**config.mk**
```make
export PLATFORM = sky130hd
export DESIGN_NAME = hasq_sequencer
export DESIGN_NICKNAME = d
export VERILOG_FILES = /design/src/verilog/hasq_pkg.sv /design/src/verilog/hasq_sequencer.sv
export SDC_FILE = /design/constraint.sdc
export NUM_CORES = 2
export LEC_CHECK = 0
export BUFFER_PORTS_ARGS = -buffer_cell sky130_fd_sc_hd__buf_2
export CAP_MARGIN = 20
export CORE_AREA = 2 2 198 248
export DETAILED_ROUTE_END_ITERATION = 10
export DIE_AREA = 0 0 200 250
export PLACE_DENSITY = 0.79
export SLEW_MARGIN = 0
export SYNTH_ARGS = -nofsm -noshare
export SYNTH_HDL_FRONTEND = slang
export SYNTH_SLANG_ARGS = --single-unit
```
**constraint.sdc**
```tcl
create_clock -name clk -period 9.95 [get_ports clk]
set_input_delay 1.99 -clock clk [delete_from_list [all_inputs] [get_ports clk]]
set_output_delay 1.99 -clock clk [all_outputs]
set_load 0.01 [all_outputs]
```
**src/verilog/hasq_pkg.sv**
```systemverilog
// constants and carrier types for the harmonic acquisition sequencer
package hasq_pkg;
  // frequencies are carried in kHz
  typedef logic [31:0] hasq_freq_t;
  typedef logic [23:0] hasq_tmr_t;
  typedef logic [15:0] hasq_harm_t;

  // ****************************************
  // oscillator sweep plan
  // ****************************************
  localparam hasq_freq_t OSC_TOP_KHZ    = 32'h0005_7e40; // 360000 kHz
  localparam hasq_freq_t OSC_BOTTOM_KHZ = 32'h0004_93e0; // 300000 kHz
  localparam hasq_freq_t SWEEP_STEP_KHZ = 32'h0000_0064; // 100 kHz
  localparam hasq_freq_t OSC_OFFSET_KHZ = 32'h0000_0190; // osc_offset_step, 400 kHz

  // ****************************************
  // if limits
  // ****************************************
  localparam hasq_freq_t IF_MIN_KHZ = 32'h0000_88b8; // 35000 kHz
  localparam hasq_freq_t IF_MAX_KHZ = 32'h0001_9a28; // 105000 kHz
  localparam hasq_freq_t WIN_LO_KHZ = 32'h0000_afc8; // 45000 kHz
  localparam hasq_freq_t WIN_HI_KHZ = 32'h0001_7318; // 95000 kHz

  // ****************************************
  // timing, clock is 10 MHz
  // ****************************************
  localparam int CLK_PER_US      = 32'ha;
  localparam int DWELL_US        = 32'h14;   // 20 us detector dwell per step
  localparam int SETTLE_US       = 32'h3e8;  // settle_interval, 1000 us
  localparam int GATE_FAST_US    = 32'h3e8;  // gate_interval, 1 kHz tolerance
  localparam int GATE_SLOW_US    = 32'h4e20; // gate_interval, 45 Hz tolerance
  localparam int DWELL_CYC       = DWELL_US * CLK_PER_US;
  localparam int SETTLE_CYC_DEF  = SETTLE_US * CLK_PER_US;
  localparam int GATE_FAST_CYC   = GATE_FAST_US * CLK_PER_US;
  localparam int GATE_SLOW_CYC_DEF = GATE_SLOW_US * CLK_PER_US;
  localparam logic [3:0] REMOTE_EVERY = 4'ha;
  localparam logic [1:0] CENTER_TRIES = 2'h2;

  typedef enum {ST_IDLE, ST_DWELL, ST_SETTLE1, ST_GATE1, ST_WAIT1,
                ST_SETTLE2, ST_GATE2, ST_WAIT2, ST_DIV, ST_FINAL} hasq_state_e;

  // counter answer after a gate closes
  typedef struct packed {
    logic       valid;
    hasq_freq_t value;
  } hasq_count_s;

  // synthesizer command
  typedef struct packed {
    logic       load;
    hasq_freq_t freq;
  } hasq_osc_s;
endpackage

```
**src/verilog/hasq_sequencer.sv**
```systemverilog
// acquisition and harmonic-number sequencer for a heterodyne counter
// How it works
// - the oscillator steps down repeatedly until a mixing product is countable
// - an in-range report stops the sweep and keeps the setting as first_osc_freq
// - an in-range indication only counts while the if lies in counter range
// - after the sweep a settle_interval passes, then one gate_interval count
// - after the first count the oscillator goes to first_osc_freq minus the offset
// - a second settle_interval follows, then a gate of equal length
// - the second count must come from the same harmonic and sideband
// - harmonic number is the rounded absolute count difference over the offset
// - result is harmonic times first_osc_freq, minus or plus first_if_count
// - gate, settle and offset keep the harmonic error below 0.3 at 10 MHz deviation
// - the user picks a 1 kHz or a 45 Hz minimum modulation rate
// - the 45 Hz choice uses the longer gate for both counts
// - a 45 to 95 MHz window flag steers the oscillator to centre the if
// - remote mode redoes harmonic determination once in ten measurements
`timescale 1ns/100ps
`default_nettype none
module hasq_sequencer #(
  parameter int SETTLE_CYC    = hasq_pkg::SETTLE_CYC_DEF,
  parameter int GATE_SLOW_CYC = hasq_pkg::GATE_SLOW_CYC_DEF
) (
  // clock, reset, enable
  input  wire logic                 clk,
  input  wire logic                 sys_rst,
  input  wire logic                 clkEn,
  // user mode
  input  wire logic                 slowFm,
  input  wire logic                 remote,
  // if detector and counter
  input  wire logic                 ifInRange,
  input  wire hasq_pkg::hasq_count_s ifAns,
  output logic                      gateOpen,
  // synthesizer
  output var hasq_pkg::hasq_osc_s   oscCmd,
  // results
  output var hasq_pkg::hasq_freq_t  result,
  output logic                      resultValid,
  output logic                      noSignal,
  output logic                      inWindow
);
  import hasq_pkg::*;

  hasq_state_e state, next_state;
  hasq_tmr_t   timer, next_timer;
  hasq_osc_s   next_oscCmd;
  hasq_freq_t  firstOsc, next_firstOsc;
  hasq_freq_t  firstIf, next_firstIf;
  hasq_freq_t  secondIf, next_secondIf;
  hasq_freq_t  rem, next_rem;
  hasq_freq_t  next_result;
  hasq_harm_t  harm, next_harm;
  logic        upper, next_upper;
  logic        haveN, next_haveN;
  logic        reuse, next_reuse;
  logic [3:0]  measCnt, next_measCnt;
  logic [1:0]  tries, next_tries;
  logic        next_gateOpen, next_resultValid, next_noSignal, next_inWindow;
  hasq_tmr_t   gateLen;
  logic        dwellEnd, atBottom, countOk, winOk;
  logic [47:0] prod;

  // ****************************************
  // derived terms
  // ****************************************
  assign gateLen  = slowFm ? hasq_tmr_t'(GATE_SLOW_CYC) : hasq_tmr_t'(GATE_FAST_CYC);
  assign dwellEnd = timer == hasq_tmr_t'(DWELL_CYC - 1);
  assign atBottom = oscCmd.freq < OSC_BOTTOM_KHZ + SWEEP_STEP_KHZ;
  assign countOk  = ifAns.value >= IF_MIN_KHZ && ifAns.value <= IF_MAX_KHZ;
  assign winOk    = ifAns.value >= WIN_LO_KHZ && ifAns.value <= WIN_HI_KHZ;
  assign prod     = harm * firstOsc;

  // sequencer next values; the offset and gate figures are sized so the
  // modulation error on the harmonic number stays below 0.3
  always_comb begin
    next_state       = state;
    next_timer       = timer + 24'h1;
    next_oscCmd      = oscCmd;
    next_oscCmd.load = 1'b0;
    next_firstOsc    = firstOsc;
    next_firstIf     = firstIf;
    next_secondIf    = secondIf;
    next_rem         = rem;
    next_harm        = harm;
    next_upper       = upper;
    next_haveN       = haveN;
    next_reuse       = reuse;
    next_measCnt     = measCnt;
    next_tries       = tries;
    next_gateOpen    = gateOpen;
    next_result      = result;
    next_resultValid = 1'b0;
    next_noSignal    = 1'b0;
    next_inWindow    = inWindow;
    case (state)
      ST_IDLE: begin
        next_timer = '0;
        next_tries = '0;
        if (remote && haveN && measCnt != REMOTE_EVERY - 4'h1) begin
          next_reuse   = 1'b1;
          next_measCnt = measCnt + 4'h1;
          next_oscCmd  = '{load: 1'b1, freq: firstOsc};
          next_state   = ST_SETTLE1;
        end else begin
          next_reuse   = 1'b0;
          next_measCnt = '0;
          next_haveN   = 1'b0;
          next_oscCmd  = '{load: 1'b1, freq: OSC_TOP_KHZ};
          next_state   = ST_DWELL;
        end
      end
      ST_DWELL: begin
        if (dwellEnd) begin
          next_timer = '0;
          if (ifInRange) begin
            next_firstOsc = oscCmd.freq;
            next_state    = ST_SETTLE1;
          end else if (atBottom) begin
            next_noSignal = 1'b1;
            next_oscCmd   = '{load: 1'b1, freq: OSC_TOP_KHZ};
          end else begin
            next_oscCmd = '{load: 1'b1, freq: oscCmd.freq - SWEEP_STEP_KHZ};
          end
        end
      end
      ST_SETTLE1: begin
        if (timer == hasq_tmr_t'(SETTLE_CYC - 1)) begin
          next_timer    = '0;
          next_gateOpen = 1'b1;
          next_state    = ST_GATE1;
        end
      end
      ST_GATE1: begin
        if (timer == gateLen - 24'h1) begin
          next_gateOpen = 1'b0;
          next_state    = ST_WAIT1;
        end
      end
      ST_WAIT1: begin
        next_timer = '0;
        if (ifAns.valid) begin
          next_firstIf  = ifAns.value;
          next_inWindow = winOk;
          if (!countOk) begin
            next_haveN = 1'b0;
            next_state = ST_IDLE;
          end else if (!winOk && !reuse && tries != CENTER_TRIES) begin
            // off centre: nudge down one step and count again
            next_tries    = tries + 2'h1;
            next_oscCmd   = '{load: 1'b1, freq: oscCmd.freq - SWEEP_STEP_KHZ};
            next_firstOsc = oscCmd.freq - SWEEP_STEP_KHZ;
            next_state    = ST_SETTLE1;
          end else if (reuse) begin
            next_state = ST_FINAL;
          end else begin
            next_oscCmd = '{load: 1'b1, freq: firstOsc - OSC_OFFSET_KHZ};
            next_state  = ST_SETTLE2;
          end
        end
      end
      ST_SETTLE2: begin
        if (!ifInRange) begin
          // losing the product means the sideband may have changed
          next_haveN = 1'b0;
          next_state = ST_IDLE;
        end else if (timer == hasq_tmr_t'(SETTLE_CYC - 1)) begin
          next_timer    = '0;
          next_gateOpen = 1'b1;
          next_state    = ST_GATE2;
        end
      end
      ST_GATE2: begin
        if (!ifInRange) begin
          next_gateOpen = 1'b0;
          next_haveN    = 1'b0;
          next_state    = ST_IDLE;
        end else if (timer == gateLen - 24'h1) begin
          next_gateOpen = 1'b0;
          next_state    = ST_WAIT2;
        end
      end
      ST_WAIT2: begin
        if (ifAns.valid) begin
          next_secondIf = ifAns.value;
          next_harm     = '0;
          // rounding: bias by half the offset before the repeated subtract
          next_rem = (ifAns.value > firstIf ? ifAns.value - firstIf
                                            : firstIf - ifAns.value)
                     + (OSC_OFFSET_KHZ >> 1);
          next_state = ST_DIV;
        end
      end
      ST_DIV: begin
        if (rem >= OSC_OFFSET_KHZ) begin
          next_rem  = rem - OSC_OFFSET_KHZ;
          next_harm = harm + 16'h1;
        end else begin
          // sideband from the stored pair; a rising second count is upper
          next_upper = secondIf > firstIf;
          next_haveN = 1'b1;
          next_state = ST_FINAL;
        end
      end
      ST_FINAL: begin
        next_result      = upper ? prod[31:0] + firstIf : prod[31:0] - firstIf;
        next_resultValid = 1'b1;
        next_state       = ST_IDLE;
      end
      default: next_state = ST_IDLE;
    endcase
  end

  // state registers, frozen while the enable is low
  always_ff @(posedge clk) begin
    if (sys_rst) begin
      state       <= ST_IDLE;
      timer       <= '0;
      oscCmd      <= '{load: 1'b0, freq: OSC_TOP_KHZ};
      firstOsc    <= OSC_TOP_KHZ;
      firstIf     <= '0;
      secondIf    <= '0;
      rem         <= '0;
      harm        <= '0;
      upper       <= 1'b0;
      haveN       <= 1'b0;
      reuse       <= 1'b0;
      measCnt     <= '0;
      tries       <= '0;
      gateOpen    <= 1'b0;
      result      <= '0;
      resultValid <= 1'b0;
      noSignal    <= 1'b0;
      inWindow    <= 1'b0;
    end else if (clkEn) begin
      state       <= next_state;
      timer       <= next_timer;
      oscCmd      <= next_oscCmd;
      firstOsc    <= next_firstOsc;
      firstIf     <= next_firstIf;
      secondIf    <= next_secondIf;
      rem         <= next_rem;
      harm        <= next_harm;
      upper       <= next_upper;
      haveN       <= next_haveN;
      reuse       <= next_reuse;
      measCnt     <= next_measCnt;
      tries       <= next_tries;
      gateOpen    <= next_gateOpen;
      result      <= next_result; // held until next
      resultValid <= next_resultValid;
      noSignal    <= next_noSignal;
      inWindow    <= next_inWindow;
    end
  end

  // ****************************************
  // assertions
  // ****************************************
  property p_sweepStep;
    @(posedge clk) disable iff (sys_rst)
    (clkEn && state == ST_DWELL && dwellEnd && !ifInRange && !atBottom)
      |=> oscCmd.load && oscCmd.freq == $past(oscCmd.freq) - SWEEP_STEP_KHZ;
  endproperty
  a_sweepStep: assert property (p_sweepStep) else $error("sweep step wrong");

  property p_holdFirst;
    @(posedge clk) disable iff (sys_rst)
    (clkEn && state == ST_DWELL && dwellEnd && ifInRange)
      |=> state == ST_SETTLE1 && firstOsc == oscCmd.freq && !oscCmd.load;
  endproperty
  a_holdFirst: assert property (p_holdFirst) else $error("sweep did not halt");

  property p_gateAfterSettle;
    @(posedge clk) disable iff (sys_rst)
    $rose(gateOpen) |-> $past(state) == ST_SETTLE1 || $past(state) == ST_SETTLE2;
  endproperty
  a_gateAfterSettle: assert property (p_gateAfterSettle) else $error("gate w/o settle");

  property p_offset;
    @(posedge clk) disable iff (sys_rst)
    (state == ST_SETTLE2 && $past(state) == ST_WAIT1)
      |-> oscCmd.freq == firstOsc - OSC_OFFSET_KHZ;
  endproperty
  a_offset: assert property (p_offset) else $error("offset not applied");

  property p_gateLen;
    @(posedge clk) disable iff (sys_rst)
    gateOpen |-> timer < gateLen;
  endproperty
  a_gateLen: assert property (p_gateLen) else $error("gate overran");

  property p_sameSide;
    @(posedge clk) disable iff (sys_rst)
    (clkEn && (state == ST_SETTLE2 || state == ST_GATE2) && !ifInRange)
      |=> state == ST_IDLE && !haveN && !gateOpen;
  endproperty
  a_sameSide: assert property (p_sameSide) else $error("lost product kept");

  property p_divDone;
    @(posedge clk) disable iff (sys_rst)
    (state == ST_FINAL && !reuse) |-> rem < OSC_OFFSET_KHZ;
  endproperty
  a_divDone: assert property (p_divDone) else $error("division unfinished");

  property p_strobe;
    @(posedge clk) disable iff (sys_rst)
    (resultValid && clkEn) |=> !resultValid && result == $past(result);
  endproperty
  a_strobe: assert property (p_strobe) else $error("valid not one cycle");

  property p_restart;
    @(posedge clk) disable iff (sys_rst)
    noSignal |-> oscCmd.load && oscCmd.freq == OSC_TOP_KHZ;
  endproperty
  a_restart: assert property (p_restart) else $error("no restart at top");

  c_upper:    cover property (@(posedge clk) resultValid && upper);
  c_lower:    cover property (@(posedge clk) resultValid && !upper);
  c_noSignal: cover property (@(posedge clk) noSignal);
  c_reuse:    cover property (@(posedge clk) resultValid && reuse);
endmodule
`default_nettype wire

```
# Word-level counts from Yosys, hierarchy flattened
# Cells that the tools add are included.
[classes] addsub=13 mul=1 n_lt_le_gt_ge=8 eq_ne=32 n_mux=66 bitwise=1 n_reduce_logical=29
[ops] operator="$mux W32" n=22
[ops] operator="$pmux W32 S9" n=1
[ops] operator="$mux W33" n=6
[ops] operator="$eq A32 B3 Y1 const B" n=4
[ops] operator="$pmux W32 S2" n=2
[ops] operator="$pmux W33 S3" n=1
[ops] operator="$pmux W24 S4" n=1
[ops] operator="$sub A32 B32 Y32" n=3
[ops] operator="$mux W24" n=3
[ops] operator="$eq A32 B2 Y1 const B" n=2
[ops] operator="$eq A32 B4 Y1 const B" n=2
[ops] operator="$ge A32 B16 Y1 const B" n=2
[ops] operator="$gt A32 B32 Y1" n=2
[ops] operator="$le A32 B17 Y1 const B" n=2
[ops] operator="$sub A32 B9 Y32 const B" n=2
[ops] operator="$add A32 B32 Y32" n=1
[ops] operator="$add A32 B8 Y32 const B" n=1
[ops] operator="$eq A32 B1 Y1 const B" n=1
[ops] operator="$ge A32 B9 Y1 const B" n=1
[ops] operator="$logic_not A32 Y1" n=1
[ops] operator="$lt A32 B19 Y1 const B" n=1
[ops] operator="$mul A16 B32 Y32" n=1
[ops] operator="$mux W16" n=2
[ops] operator="$ne A2 B2 Y1 const B" n=16
[ops] operator="other kinds (31)" n=70
[totals] reg_bits=278 out_inout_bits=69 word_cells=169

# Depth between registers and ports, before layout
[depth] ltp_word=9 depth_mapped=37 depth_no_buf=36

# Worst setup path after synthesis
# OpenSTA, ideal clock, no wires.
[synth_timing] path_type="register to register" startpoint="register harm[3]" endpoint="register result[31]" setup_time_ns=0.086 arrival_time_ns=7.734 required_ns=9.864 setup_slack_ns=2.131 stages_incl_launch_ff=32 path_buffers=2 synth_period_minus_slack_ns=7.819 path_cell_list="dfxtp_1 > clkbuf_1 > clkbuf_1 > nand2_1 > fa_1 > fa_1 > fa_1 > inv_1 > fa_1 > fa_1 > inv_1 > fa_1 > inv_1 > ha_1 > a21o_1 > a21oi_1 > o21bai_1 > a21oi_1 > a2bb2oi_1 > o21ai_0 > o41a_1 > a211o_1 > xor2_1 > ha_1 > a21o_1 > a21o_1 > a211oi_1 > o31ai_1 > a21oi_1 > xnor2_1 > xnor2_1 > a211oi_1"
[synth_via] elab_chain_len=3 word_cells_on_any_way=4 classes_between="add/sub: 2; mul: 1; mux: 1"
[synth_rtl] item="start: declaration" line_no="hasq_sequencer.sv:52" rtl="hasq_harm_t harm, next_harm;"
[synth_rtl] item="start signal: assignment" line_no="hasq_sequencer.sv:242" rtl="harm <= next_harm;"
[synth_rtl] item="$mul A16 B32 Y32 (*)" line_no="hasq_sequencer.sv:71" rtl="assign prod = harm * firstOsc;"
[synth_rtl] item="$sub A32 B32 Y32 or $add A32 B32 Y32 (tied branches)" line_no="hasq_sequencer.sv:205" rtl="next_result = upper ? prod[31:0] + firstIf : prod[31:0] - firstIf;"
[synth_rtl] item="$mux W32 (*)" line_no="hasq_sequencer.sv:205"
[synth_rtl] item="end signal: assignment" line_no="hasq_sequencer.sv:249" rtl="result <= next_result;"
[synth_rtl] item="end: declaration" line_no="hasq_sequencer.sv:37" rtl="output var hasq_pkg::hasq_freq_t result,"
# Every way passes the cells marked *; elsewhere a longest branch is shown, timed or not.
# A chain may end at the register's enable or synchronous reset.

# Worst setup path after layout
[layout_timing] startpoint="register firstOsc[9]" endpoint="register result[31]"
[layout_via] elab_chain_len=3 word_cells_on_any_way=4 classes_between="add/sub: 2; mul: 1; mux: 1"
[layout_rtl] item="start: declaration" line_no="hasq_sequencer.sv:47" rtl="hasq_freq_t firstOsc, next_firstOsc;"
[layout_rtl] item="start signal: assignment" line_no="hasq_sequencer.sv:238" rtl="firstOsc <= next_firstOsc;"
[layout_rtl] item="$mul A16 B32 Y32 (*)" line_no="hasq_sequencer.sv:71"
[layout_rtl] item="$sub A32 B32 Y32 or $add A32 B32 Y32 (tied branches)" line_no="hasq_sequencer.sv:205"
[layout_rtl] item="$mux W32 (*)" line_no="hasq_sequencer.sv:205"
# Marks and branches as above.

==> results.ini <==
[outcome]
status=complete, no violations

[yosys]
synth_fp_nets=4529
synthDistinctLibCells=89
netlist_instances=3981
synth_warnings=0
synth_edf_count=0
synth_top_cell_area_share_pct=20.1
syn-mean-instance-area_um2=7.69
synthArstFlopShare_pct=0
ys_seq_area_share_pct=16.4
synth_area_leader_cell=fa_1
synth_area_leaders=fa_1 (20%), dfxtp_1 (16%), ha_1 (8.3%), nand2_1 (7.7%), inv_1 (5.9%)
synth_area_um2=30600
synth_seq_cells=250
synth-main-ff-cell=dfxtp_1

[sta]
timing.fmax_ghz=0.116
period_share_pct=87.0
max_slew_margin_pct=28.4
fin_crit_ns=8.66
setup_viol=0
tightestPinTransition_ns=1.07
rsz0062_at_grt=false
finalClockSkew_ns=0.0285
final_hold_viol_count=0
holdWs_ns=0.445
finalMaxSlewViolations=0
fin_tns_setup_ns=0

[layout]
layout.nets=4473
nFillCells=4101
drive_above_1_share_pct=6.57
final_cell_mix=nand2_1 (624), inv_1 (478), fa_1 (307)
diodes=0
ff_latch_area_um2=5000
final_common_cell=nand2_1
area_growth_pct=5.71
multi_input_area_um2=22900
design_area_um2=32300

[worst_setup_path]
start_kind=register
path_buf_inv=3
crit_path_frequent_cell=fa_1
setup.worst_path.end_class=register
crit_type=reg2reg
crit_family=adder cells
crit_fanout=22
required_ns=10.46
cpPeakStageDelay_ns=0.95
slowest_stage=dfxtp_1
arrival_ns=9.16

[drt]
routedWlPerCell_um=18.9
postRouteAntennaNets=0
vias_per_cell=6.01
num_vias=27600
drt_wl_total_um=86700
first_iter_violations=2404
drcViolationCount=0
dr.pass1.iters=6

[grt]
antenna_found_initial=2
grt_max_degree=94
grt_pass1_vias=27200
overflow=0
grt_pass1_wl_um=141000
grt_usage_pct=35.3

[clock_network]
ctsHoldBuffers=0
clock_latency_ns=0.60
cts_max_level=1
clockBufferDepth=3
cts_buffers=29
clock_sinks=250
cts_tree=built
clockRootBuffer=clkbuf_16
cts_setup_buffers=0
ctsResizeCount=0
path_clk_slew_ns=0.06

[pwr]
peakVddDrop_mv=0.132
pwr-share-seq_pct=34.7
power_per_cell_area_nw_per_um2=111
p_int_mw=2.15
p_sw_share_pct=40.0
p_comb_share_pct=35.6
clockPowerShare_pct=29.7
leakage_nw=13.8
switchingPower_mw=1.43

[die]
die_area_um2=50000
die_width_um=200
fp.coreArea_um2=47900
row_count=90
initial_core_util_pct=63.9
die_h_um=250
ios=108

[run]
cap_violations=0

[placement]
dp_hpwl_um=66900
dpl-instance-area_um2=31400
routabilityCongestion=0.958
io_buffers=107

[min_path]
hold_class=reg2reg

stage by stage:
stage	power [mW]	instances	util (%)	worst slack (ns)
5_1_grt	3.77	4586	67.6	0.751
4_1_cts	3.55	4583	67.5	1.35
3_5_place_dp	2.49	4535	65.5	1.39
2_1_floorplan	2.12	3981	-	2.13
6_report	3.58	4586	67.6	1.29
3_3_place_gp	2.48	4535	65.5	1.65
power groups by stage:
| stage | Sequential, mW | Clock, mW | Combinational, mW |
|---|---|---|---|
| floorplan | 1.16 | 0 | 0.959 |
| finish | 1.24 | 1.06 | 1.28 |
| CTS | 1.23 | 1.07 | 1.24 |
| global placement | 1.25 | 0 | 1.22 |
| detailed placement | 1.26 | 0 | 1.24 |
| global route | 1.25 | 1.12 | 1.40 |
state kept, by name, summed over array words and instances, names as in the netlist:
signal       flops
oscCmd          33
upper            1
measCnt          4
resultValid      1
secondIf        32
haveN            1
harm            16
state            4
rem             32
inWindow         1
gateOpen         1
firstIf         32
firstOsc        32
tries            2
timer           24
noSignal         1
result          32
reuse            1
final cells by class:
cell class / count / area share [%]
clock buffer: 38 / 2.47
clock inverter: 10 / 0.352
tap: 644 / 2.49
inverter: 478 / 5.55
sequential: 250 / 15.5
multi-input combinational: 3010 / 70.7
timing repair buffer: 156 / 2.93
worst register-to-register path: cells and delay by family, from the launching register on:
| family | cells | cell delay [ns] |
|---|---|---|
| DFF | 1 | 0.95 |
| buffers and inverters | 3 | 0.17 |
| xor gates and xnor gates | 3 | 0.37 |
| AOI/OAI and AO/OA | 13 | 2.81 |
| and+or+nand+nor | 4 | 0.52 |
| adders and majority gates | 8 | 3.73 |
synthesized netlist by cell type (15+ instances only):
cell type  count
a21o_1        44
inv_1        478
clkbuf_1     210
mux2i_1       35
o31ai_1       15
or3_1         35
o21bai_1      21
nor3_1        87
ha_1         202
nand3_1       65
nor4_1        36
nand4_1       49
dfxtp_1      250
a22oi_1       16
o22ai_1       24
fa_1         307
o21a_1        18
nand2b_1      35
o21ai_0      137
and3_1        17
nor2_1       261
or2_2         17
xor2_1        70
a21oi_1      306
and2_1       139
nand2_1      624
a31oi_1       27
a211oi_1      49
xnor2_1      177
nor2b_1       25
final timing paths:
| check | cells past startpoint | startpoint | endpoint | slack [ns] |
|---|---|---|---|---|
| min reg2reg | 2 | result[17]$_SDFFE_PP0P_ | result[17]$_SDFFE_PP0P_ | 0.45 |
| max reg2reg | 31 | firstOsc[9]$_SDFFE_PP1P_ | result[31]$_SDFFE_PP0P_ | 1.29 |
| min | 2 | result[17]$_SDFFE_PP0P_ | result[17]$_SDFFE_PP0P_ | 0.45 |
| max | 31 | firstOsc[9]$_SDFFE_PP1P_ | result[31]$_SDFFE_PP0P_ | 1.29 |
cells by family (layout without fill, tap and decap cells):
| kind of cell | count (synthesis) | count (layout) | synth area share, % |
|---|---|---|---|
| simple gates | 1442 | 1442 | 22.1 |
| mux | 40 | 40 | 1.33 |
| xor+xnor | 247 | 247 | 7.07 |
| flops | 250 | 250 | 16.4 |
| compound gates | 772 | 772 | 15.7 |
| buf+inv | 721 | 682 | 9.07 |
| fa+ha+maj | 509 | 509 | 28.3 |
metal layers:
layer | vias to the layer above | part of all wire, % | track usage [%]
met5 | - | 0.013 | 0
met4 | 2 | 4.2 | 13.5
met3 | 236 | 7.2 | 5.26
met2 | 1115 | 49 | 60.3
met1 | 13200 | 39 | 44.7
li1 | 13000 | - | -
Note: power is estimated with default switching activity, not from simulation.
